<file path="config.mk">
export PLATFORM = sky130hd
export DESIGN_NAME = control_transfer_unit
export DESIGN_NICKNAME = d
export VERILOG_FILES = /design/src/ctu_pkg.sv /design/src/control_transfer_unit.sv
export VERILOG_INCLUDE_DIRS = /design/src
export SDC_FILE = /design/constraint.sdc
export NUM_CORES = 1
export LEC_CHECK = 0
export BUFFER_PORTS_ARGS = -buffer_cell sky130_fd_sc_hd__buf_2
export CAP_MARGIN = 0
export CORE_UTILIZATION = 41
export DETAILED_ROUTE_END_ITERATION = 6
export PLACE_DENSITY = 0.67
export SYNTH_ARGS = -nofsm -noshare
export SYNTH_HDL_FRONTEND = slang
export SYNTH_SLANG_ARGS = --single-unit
</file>
<file path="constraint.sdc">
create_clock -name core_clk -period 3.7 [get_ports core_clk]
set_input_delay 0.555 -clock core_clk [delete_from_list [all_inputs] [get_ports core_clk]]
set_output_delay 0.555 -clock core_clk [all_outputs]
set_load 0.05 [all_outputs]
</file>
<file path="src/ctu_cfg.svh">
`ifndef CTU_CFG_SVH
`define CTU_CFG_SVH
`define CTU_IP_RST       32'h0000_0000
`define CTU_SP_RST       32'h0000_0000
`define CTU_CS_RST       16'h0000
`define CTU_FLAGS_RST    32'h0000_0002
`define CTU_CF_BIT       0
`define CTU_PF_BIT       2
`define CTU_ZF_BIT       6
`define CTU_SF_BIT       7
`define CTU_OF_BIT       11
`define CTU_WORD_BYTES   32'h0000_0004
`define CTU_ADDR_CTRL    4'h0
`define CTU_ADDR_IP      4'h1
`define CTU_ADDR_SP      4'h2
`define CTU_ADDR_FLAGS   4'h3
`define CTU_ADDR_CS      4'h4
`define CTU_ADDR_COUNT   4'h5
`define CTU_ADDR_STATUS  4'h6
`endif

</file>
<file path="src/ctu_pkg.sv">
package ctu_pkg;
    typedef enum logic [4:0] {
        OP_NONE, OP_JUMP_REL, OP_JUMP_REG, OP_JUMP_NEAR_MEM, OP_JUMP_FAR_MEM, OP_JUMP_GATE,
        OP_CALL_REL, OP_CALL_REG, OP_CALL_NEAR_MEM, OP_CALL_FAR_MEM,
        OP_RETURN, OP_INTR_ENTER, OP_INTR_RETURN, OP_JCC
    } ctu_op_e;
    typedef enum logic [4:0] {
        CC_OVERFLOW, CC_NO_OVERFLOW, CC_BELOW, CC_ABOVE_EQUAL, CC_ZERO, CC_NOT_ZERO,
        CC_BELOW_EQUAL, CC_ABOVE, CC_SIGN, CC_NO_SIGN, CC_PARITY, CC_NO_PARITY,
        CC_LESS, CC_GREATER_EQUAL, CC_LESS_EQUAL, CC_GREATER, CC_COUNT_ZERO
    } cond_e;
    typedef enum logic [2:0] {
        ST_IDLE, ST_PUSH_FLAGS, ST_PUSH_CS, ST_PUSH_IP, ST_POP_IP, ST_POP_CS, ST_POP_FLAGS, ST_DONE
    } seq_e;
endpackage : ctu_pkg

</file>
<file path="src/control_transfer_unit.sv">
// Strobed register access and the register addresses were decided locally.
`include "ctu_cfg.svh"
`timescale 1ns/1ps
`default_nettype none
module control_transfer_unit
    import ctu_pkg::*;
(
    input  wire logic        core_clk,
    input  wire logic        rst_n,
    input  wire logic        op_valid,
    input  wire ctu_op_e     op_code,
    input  wire cond_e       op_cond,
    input  wire logic [31:0] next_ip,
    input  wire logic [31:0] disp,
    input  wire logic [31:0] target_off,
    input  wire logic [15:0] target_sel,
    input  wire logic [15:0] ret_imm,
    input  wire logic        addr16,
    input  wire logic        prot_mode,
    input  wire logic [31:0] stk_rdata,
    input  wire logic [3:0]  reg_addr,
    input  wire logic [31:0] reg_wdata,
    input  wire logic        reg_wr,
    input  wire logic        reg_rd,
    output logic [31:0]      reg_rdata,
    output logic             busy,
    output logic             done,
    output logic             taken,
    output logic             gate_req,
    output logic [31:0]      instr_pointer,
    output logic [15:0]      code_seg,
    output logic [31:0]      stack_pointer,
    output logic [31:0]      flags_register,
    output logic             stk_wr,
    output logic             stk_rd,
    output logic [31:0]      stk_addr,
    output logic [31:0]      stk_wdata
);
    ////////////////////////////////////////////////////////////////////
    // condition decode
    logic [31:0] count_q;
    logic        carry_flag, zero_flag, overflow_flag, parity_flag, sign_flag;
    logic        cond_true;
    assign carry_flag    = flags_register[`CTU_CF_BIT];
    assign zero_flag     = flags_register[`CTU_ZF_BIT];
    assign overflow_flag = flags_register[`CTU_OF_BIT];
    assign parity_flag   = flags_register[`CTU_PF_BIT];
    assign sign_flag     = flags_register[`CTU_SF_BIT];

    always_comb begin
        cond_true = 1'b0;
        unique case (op_cond)
            CC_OVERFLOW:      cond_true = overflow_flag;
            CC_NO_OVERFLOW:   cond_true = !overflow_flag;
            CC_BELOW:         cond_true = carry_flag;
            CC_ABOVE_EQUAL:   cond_true = !carry_flag;
            CC_ZERO:          cond_true = zero_flag;
            CC_NOT_ZERO:      cond_true = !zero_flag;
            CC_BELOW_EQUAL:   cond_true = carry_flag | zero_flag;
            CC_ABOVE:         cond_true = !(carry_flag | zero_flag);
            CC_SIGN:          cond_true = sign_flag;
            CC_NO_SIGN:       cond_true = !sign_flag;
            CC_PARITY:        cond_true = parity_flag;
            CC_NO_PARITY:     cond_true = !parity_flag;
            CC_LESS:          cond_true = sign_flag ^ overflow_flag;
            CC_GREATER_EQUAL: cond_true = !(sign_flag ^ overflow_flag);
            CC_LESS_EQUAL:    cond_true = (sign_flag ^ overflow_flag) | zero_flag;
            CC_GREATER:       cond_true = !((sign_flag ^ overflow_flag) | zero_flag);
            CC_COUNT_ZERO:    cond_true = addr16 ? (count_q[15:0] == 16'h0000)
                                                 : (count_q == 32'h0000_0000);
            default:          cond_true = 1'b0;
        endcase
    end

    ////////////////////////////////////////////////////////////////////
    // target resolution
    logic [31:0] rel_target;
    logic        is_call, is_far;
    assign rel_target = next_ip + disp;
    assign is_call = (op_code == OP_CALL_REL) || (op_code == OP_CALL_REG)
                   || (op_code == OP_CALL_NEAR_MEM) || (op_code == OP_CALL_FAR_MEM);
    assign is_far  = (op_code == OP_JUMP_FAR_MEM) || (op_code == OP_CALL_FAR_MEM);

    ////////////////////////////////////////////////////////////////////
    // sequencer
    seq_e        state_q;
    logic [31:0] tgt_ip_q;
    logic [15:0] tgt_cs_q;
    logic        far_q;
    logic        intr_return_q;
    logic [15:0] imm_q;
    logic        start;
    assign start = op_valid && !busy;

    always_ff @(posedge core_clk or negedge rst_n) begin
        if (!rst_n) begin
            state_q  <= ST_IDLE;
            tgt_ip_q <= `CTU_IP_RST;
            tgt_cs_q <= `CTU_CS_RST;
            far_q    <= 1'b0;
            intr_return_q   <= 1'b0;
            imm_q    <= 16'h0000;
        end else begin
            unique case (state_q)
                ST_IDLE: if (start) begin
                    tgt_ip_q <= (op_code == OP_CALL_REL) ? rel_target : target_off;
                    tgt_cs_q <= target_sel;
                    far_q    <= is_far;
                    intr_return_q   <= (op_code == OP_INTR_RETURN);
                    imm_q    <= ret_imm;
                    if (is_call) state_q <= is_far ? ST_PUSH_CS : ST_PUSH_IP;
                    else if (op_code == OP_INTR_ENTER) state_q <= ST_PUSH_FLAGS;
                    else if (op_code == OP_RETURN || op_code == OP_INTR_RETURN) state_q <= ST_POP_IP;
                end
                ST_PUSH_FLAGS: state_q <= ST_PUSH_CS;
                ST_PUSH_CS:    state_q <= ST_PUSH_IP;
                ST_PUSH_IP:    state_q <= ST_DONE;
                ST_POP_IP:     state_q <= (intr_return_q || far_q) ? ST_POP_CS : ST_DONE;
                ST_POP_CS:     state_q <= intr_return_q ? ST_POP_FLAGS : ST_DONE;
                ST_POP_FLAGS:  state_q <= ST_DONE;
                ST_DONE:       state_q <= ST_IDLE;
            endcase
        end
    end

    ////////////////////////////////////////////////////////////////////
    // stack port
    always_ff @(posedge core_clk or negedge rst_n) begin
        if (!rst_n) begin
            stk_wr    <= 1'b0;
            stk_rd    <= 1'b0;
            stk_addr  <= `CTU_SP_RST;
            stk_wdata <= 32'h0000_0000;
        end else begin
            stk_wr <= 1'b0;
            stk_rd <= 1'b0;
            unique case (state_q)
                ST_PUSH_FLAGS: begin
                    stk_wr    <= 1'b1;
                    stk_addr  <= stack_pointer - `CTU_WORD_BYTES;
                    stk_wdata <= flags_register;
                end
                ST_PUSH_CS: begin
                    stk_wr    <= 1'b1;
                    stk_addr  <= stack_pointer - `CTU_WORD_BYTES;
                    stk_wdata <= {16'h0000, code_seg};
                end
                ST_PUSH_IP: begin
                    stk_wr    <= 1'b1;
                    stk_addr  <= stack_pointer - `CTU_WORD_BYTES;
                    stk_wdata <= instr_pointer;
                end
                ST_POP_IP, ST_POP_CS, ST_POP_FLAGS: begin
                    stk_rd   <= 1'b1;
                    stk_addr <= stack_pointer;
                end
                default: ;
            endcase
        end
    end

    ////////////////////////////////////////////////////////////////////
    // architectural state
    seq_e pop_kind_q;
    always_ff @(posedge core_clk or negedge rst_n) begin
        if (!rst_n) pop_kind_q <= ST_IDLE;
        else        pop_kind_q <= (state_q == ST_POP_IP || state_q == ST_POP_CS
                                   || state_q == ST_POP_FLAGS) ? state_q : ST_IDLE;
    end

    always_ff @(posedge core_clk or negedge rst_n) begin
        if (!rst_n) begin
            instr_pointer  <= `CTU_IP_RST;
            code_seg       <= `CTU_CS_RST;
            stack_pointer  <= `CTU_SP_RST;
            flags_register <= `CTU_FLAGS_RST;
            count_q        <= 32'h0000_0000;
            taken          <= 1'b0;
            gate_req       <= 1'b0;
        end else begin
            gate_req <= 1'b0;
            if (start) begin
                taken         <= 1'b1;
                instr_pointer <= next_ip;
                unique case (op_code)
                    OP_JUMP_REL:      instr_pointer <= rel_target;
                    OP_JUMP_REG,
                    OP_JUMP_NEAR_MEM: instr_pointer <= target_off;
                    OP_JUMP_FAR_MEM: begin
                        instr_pointer <= target_off;
                        code_seg      <= target_sel;
                    end
                    OP_JUMP_GATE: begin
                        gate_req <= prot_mode;
                        taken    <= prot_mode;
                    end
                    OP_JCC: begin
                        taken <= cond_true;
                        if (cond_true) instr_pointer <= rel_target;
                    end
                    default: ;
                endcase
            end
            if (state_q == ST_PUSH_FLAGS || state_q == ST_PUSH_CS || state_q == ST_PUSH_IP)
                stack_pointer <= stack_pointer - `CTU_WORD_BYTES;
            if (state_q == ST_PUSH_IP) begin
                instr_pointer <= tgt_ip_q;
                if (far_q) code_seg <= tgt_cs_q;
            end
            if (state_q == ST_POP_IP || state_q == ST_POP_CS || state_q == ST_POP_FLAGS)
                stack_pointer <= stack_pointer + `CTU_WORD_BYTES;
            if (state_q == ST_DONE && pop_kind_q == ST_IDLE && imm_q != 16'h0000 && !intr_return_q)
                stack_pointer <= stack_pointer;
            unique case (pop_kind_q)
                ST_POP_IP: begin
                    instr_pointer <= stk_rdata;
                    if (!(intr_return_q || far_q)) stack_pointer <= stack_pointer + {16'h0000, imm_q};
                end
                ST_POP_CS: begin
                    code_seg <= stk_rdata[15:0];
                    if (!intr_return_q) stack_pointer <= stack_pointer + {16'h0000, imm_q};
                end
                ST_POP_FLAGS: flags_register <= stk_rdata;
                default: ;
            endcase
            if (reg_wr) begin
                unique case (reg_addr)
                    `CTU_ADDR_IP:    instr_pointer  <= reg_wdata;
                    `CTU_ADDR_SP:    stack_pointer  <= reg_wdata;
                    `CTU_ADDR_FLAGS: flags_register <= reg_wdata;
                    `CTU_ADDR_CS:    code_seg       <= reg_wdata[15:0];
                    `CTU_ADDR_COUNT: count_q        <= reg_wdata;
                    default: ;
                endcase
            end
        end
    end

    ////////////////////////////////////////////////////////////////////
    // status and read port
    always_ff @(posedge core_clk or negedge rst_n) begin
        if (!rst_n) begin
            busy      <= 1'b0;
            done      <= 1'b0;
            reg_rdata <= 32'h0000_0000;
        end else begin
            busy <= (state_q != ST_IDLE && state_q != ST_DONE) || (start && (is_call
                    || op_code == OP_INTR_ENTER || op_code == OP_RETURN || op_code == OP_INTR_RETURN));
            done <= (start && !(is_call || op_code == OP_INTR_ENTER || op_code == OP_RETURN
                    || op_code == OP_INTR_RETURN || op_code == OP_NONE)) || (state_q == ST_DONE);
            reg_rdata <= 32'h0000_0000;
            if (reg_rd) begin
                unique case (reg_addr)
                    `CTU_ADDR_IP:     reg_rdata <= instr_pointer;
                    `CTU_ADDR_SP:     reg_rdata <= stack_pointer;
                    `CTU_ADDR_FLAGS:  reg_rdata <= flags_register;
                    `CTU_ADDR_CS:     reg_rdata <= {16'h0000, code_seg};
                    `CTU_ADDR_COUNT:  reg_rdata <= count_q;
                    `CTU_ADDR_STATUS: reg_rdata <= {29'h0, taken, busy, cond_true};
                    default:          reg_rdata <= 32'h0000_0000;
                endcase
            end
        end
    end

    ////////////////////////////////////////////////////////////////////
    // checks
    jump_rel_load_a: assert property (@(posedge core_clk) disable iff (!rst_n)
        start && op_code == OP_JUMP_REL && !reg_wr |=> instr_pointer == $past(next_ip + disp))
        else $error("relative jump target wrong");
    jump_no_push_a: assert property (@(posedge core_clk) disable iff (!rst_n)
        start && op_code == OP_JCC |=> !stk_wr [*3])
        else $error("conditional jump wrote stack");
    jcc_false_seq_a: assert property (@(posedge core_clk) disable iff (!rst_n)
        start && op_code == OP_JCC && !cond_true && !reg_wr |=> instr_pointer == $past(next_ip) && !taken)
        else $error("false condition did not fall through");
    call_push_ret_a: assert property (@(posedge core_clk) disable iff (!rst_n)
        start && op_code == OP_CALL_REL && !reg_wr |=> ##1 stk_wr && stk_wdata == $past(next_ip, 2))
        else $error("call pushed wrong return address");
    intr_push_flags_a: assert property (@(posedge core_clk) disable iff (!rst_n)
        start && op_code == OP_INTR_ENTER |=> ##1 stk_wr && stk_wdata == $past(flags_register, 2))
        else $error("flags not pushed on interrupt");
    ret_pop_ip_a: assert property (@(posedge core_clk) disable iff (!rst_n)
        start && op_code == OP_RETURN |=> ##1 stk_rd ##1 (instr_pointer == $past(stk_rdata)) || $past(reg_wr))
        else $error("return did not load popped address");
    count_zero_a: assert property (@(posedge core_clk) disable iff (!rst_n)
        op_cond == CC_COUNT_ZERO && !addr16 && count_q == 32'h0000_0000 |-> cond_true)
        else $error("count zero not taken");
    greater_dec_a: assert property (@(posedge core_clk) disable iff (!rst_n)
        op_cond == CC_GREATER |-> cond_true == (sign_flag == overflow_flag && !zero_flag))
        else $error("signed greater decode wrong");
    above_dec_a: assert property (@(posedge core_clk) disable iff (!rst_n)
        op_cond == CC_ABOVE |-> cond_true == (!carry_flag && !zero_flag))
        else $error("unsigned above decode wrong");
endmodule : control_transfer_unit
`default_nettype wire

</file>
==> flow_metrics.tcl <==
set metrics [dict create \
    pwr-share-seq 0.311 \
    drc 14 \
    slew_violations 0 \
    stdcell_area_sq_mm 0.0244 \
    start_kind "flop" \
    h-tree-depth 2 \
    slew_headroom 0.385 \
    hold_depth 3 \
    setup_viol 0 \
    yosys_warnings 0 \
    multiInputGateArea_sq_mm 0.0115 \
    grt_pass1_wl_mm 129 \
    p_leak_nw 11.0 \
    initial_core_util 0.414 \
    outcome "complete, but fails checks" \
    cts_tree "done" \
    yosys.cell_types.count 82 \
    drv_cap 0 \
    fin_setup_tns_ns 0 \
    yosysTopAreaCellShare 0.392 \
    ant_nets 0 \
    syn_to_final_growth_pct 20.7 \
    worstSetupPathType "reg -> reg" \
    worst_r2r_endpoint "stack_pointer[24]" \
    hp-class "in -> reg" \
    synthMuxAreaShare 0.0564 \
    track_usage 0.337 \
    period_share 0.856 \
    die_w_um 224 \
    ir_drop_mv 0.515 \
    p_per_area_mw_per_mm2 957 \
    boundaryPins 427 \
    vias_per_cell 6.30 \
    placed_cells 3366 \
    pwr-share-clk 0.157 \
    clk_latency_ns 0.54 \
    synth_ff_type "dfrtp_1" \
    postCtsResizedCells 0 \
    min_from "ret_imm[12]" \
    slowest_delay_ns 0.48 \
    ys_seq_elements 318 \
    antenna_found_initial 8 \
    yosys-top-cells-area "dfrtp_1 (39%), nand2_1 (6.8%), o21ai_0 (5.1%)" \
    path_buf_inv 2 \
    post-route-min-period_ns 3.17 \
    power_frac_comb 0.532 \
    fin_skew_ns 0.0224 \
    mappedNetlistNets 2649 \
    synthArstFlopShare 1.00 \
    numCtsBuffers 37 \
    violations "DRC" \
    std_cell_rows 81 \
    drive_gt1_frac 0.237 \
    cts_num_sinks 318 \
    synth_compound_area_frac 0.260 \
    grt_pass1_vias 20200 \
    syn_inst 2385 \
    drt_iter0_drc 2744 \
    synth_area_sq_mm 0.0202 \
    fin_util 0.500 \
    power.internal_mw 11.0 \
    p_switching_mw 12.3 \
    yosysMostFrequentCell "nand2_1" \
    holdWs_ns 0.222 \
    grt_max_degree 76 \
    worst-endpoint-required_ns 4.12 \
    crit_family "simple AND/OR/NAND/NOR gates" \
    layout.nets 3006 \
    reg2reg_depth 11 \
    worstPathArrival_ns 3.59 \
    fmax_mhz 316 \
    num-fill-cells 4739 \
    cp_cell_sequence "buf_4 -> inv_1 -> ha_1 -> nor4b_1 -> nand3_1 -> nor2_2 -> nand2_1 -> o32ai_1 -> xor2_1 -> mux2i_1 -> o21ai_0" \
    dpl-instance-area_sq_mm 0.0232 \
    worst_setup_path_end_kind "flop" \
    reg2reg_slack_ns 0.53 \
    core_sq_mm 0.0488 \
    synth_top_family_by_area "compound AO/OA/AOI/OAI gates" \
    clk_path_buf_depth 3 \
    cp_max_fo 9 \
    drt-wirelength-per-cell_um 25.4 \
    setup_slack_ns 0.533 \
    synth_simple_gate_area_share 0.187 \
    synth_common_cells "nand2_1 (364), dfrtp_1 (317), o21ai_0 (207), a21oi_1 (195), clkbuf_1 (175)" \
    grt.overflow.total 0 \
    crit_slowest_cell "nor4b_1" \
    min_delay_worst_endpoint "imm_q[12]" \
    yosysTopAreaCell "dfrtp_1" \
    routed_wl_mm 87.1 \
    pre_cts_slack_ns 0.364 \
    p_sw_frac 0.527 \
    regToRegStartpoint "stack_pointer[2]" \
    hpwl_mm 66.3 \
    vias 21600 \
    yosysSeqAreaShare 0.394 \
    ctsRootBufferMaster "clkbuf_16" \
    hold_viol 0 \
    gp_congestion 1.04 \
    seq_area_sq_mm 0.00796 \
    synth-xor-area-share 0.0294 \
    port_buffers 426 \
    synth_fa_ha_area_frac 0.0323 \
    power_mw 23.4 \
    tightest_slew_ns 0.923 \
    clk_pin_slew_worst_paths_ns 0.06 \
    die_h_um 224 \
    synth_edf_count 0 \
    first_pass_iters 7 \
    fin_cells 3434 \
    syn_area_per_cell_sq_um 8.48 \
    die_area_sq_mm 0.0502 \
    rsz0062_at_grt "false" \
]
routing by layer:
layer | wire [um] | track usage
met4 | 3390 | 0.126
met3 | 9010 | 0.0628
met1 | 36200 | 0.470
met5 | 83 | 0
met2 | 38400 | 0.517
placed cells by master (no fill, tap or decap), types with 9 or more instances in the layout:
cell type and instances:
o22ai_1 16, nor4_1 23, a22oi_1 99, nand4_1 18
mux2_2 48, a211oi_1 39, nand2_1 364, or2_2 9
xnor2_1 41, a31oi_1 46, nand3_1 44, xor2_1 27
a221o_1 36, and2_1 10, buf_2 425, inv_1 20
buf_4 82, clkbuf_1 10, nor3_1 38, nor2b_1 43
or3_1 28, nor2_1 157, o211ai_1 18, a21oi_1 195
o221ai_1 13, a21o_1 18, dfrtp_1 316, o21ai_0 206
ha_1 49, clkbuf_16 39, a221oi_1 30, and3_1 18
mux2i_1 60, nand2b_1 18
state kept, by name (all words and copies together) (netlist names):
name,cells
imm_q,16
busy,1
stk_addr,32
flags_register,32
stk_rd,1
count_q,32
code_seg,16
taken,1
stack_pointer,32
pop_kind_q,3
tgt_cs_q,16
state_q,3
tgt_ip_q,32
done,1
intr_return_q,1
instr_pointer,32
gate_req,1
reg_rdata,32
stk_wr,1
stk_wdata,32
far_q,1
final cells by class:
class                   instances  area share
diodes                          3    0.000308
clock buffers                  57      0.0460
clock inverters                 7     0.00282
inverters                      20     0.00308
multi-input cells            1854       0.473
flip-flops and latches        318       0.326
well taps                     664      0.0340
repair buffers                511       0.115
cell families (layout without fill, tap and decap cells):
family / Yosys count / after routing
multiplexers: 108 / 108
adder cells (fa/ha/maj): 51 / 51
AO/OA/AOI/OAI: 812 / 812
flip-flops: 318 / 318
buffers and inverters: 213 / 595
XOR/XNOR: 68 / 68
AND/OR/NAND/NOR: 815 / 815
other: 0 / 3
timing repair:
| action | in CTS | in global routing |
|---|---|---|
| endpoints found under the setup margin | 0 | 0 |
| endpoints found under the hold margin | 17 | 0 |
| setup buffers | 0 | 0 |
| hold buffers | 1 | 0 |
worst reg2reg max path, stage by stage, from the launching register on:
cell	delay (ns)
dfrtp_1	0.45
buf_4	0.22
inv_1	0.07
ha_1	0.23
nor4b_1	0.48
nand3_1	0.37
nor2_2	0.33
nand2_1	0.23
o32ai_1	0.33
xor2_1	0.10
mux2i_1	0.17
o21ai_0	0.09
worst max path at each step:
stage	start	slack, ns	to	depth (start not counted)
floorplan	stack_pointer[14]	0.58	stack_pointer[31]	10
global placement	next_ip[0]	0.40	instr_pointer[28]	12
detailed placement	next_ip[11]	0.36	instr_pointer[29]	10
CTS	stack_pointer[2]	0.56	stack_pointer[24]	11
global route	stack_pointer[2]	0.32	stack_pointer[24]	11
finish	stack_pointer[2]	0.53	stack_pointer[24]	11
power by group through the flow:
stage          combinational (mW)  sequential, mW  clock (mW)
2_1_floorplan                5.89            9.37           0
3_3_place_gp                 12.1            7.16           0
3_5_place_dp                 12.2            7.21           0
4_1_cts                      12.3            7.16        3.70
5_1_grt                      13.3            7.37        3.83
6_report                     12.4            7.27        3.67
Power figures use the tool's default switching activity.
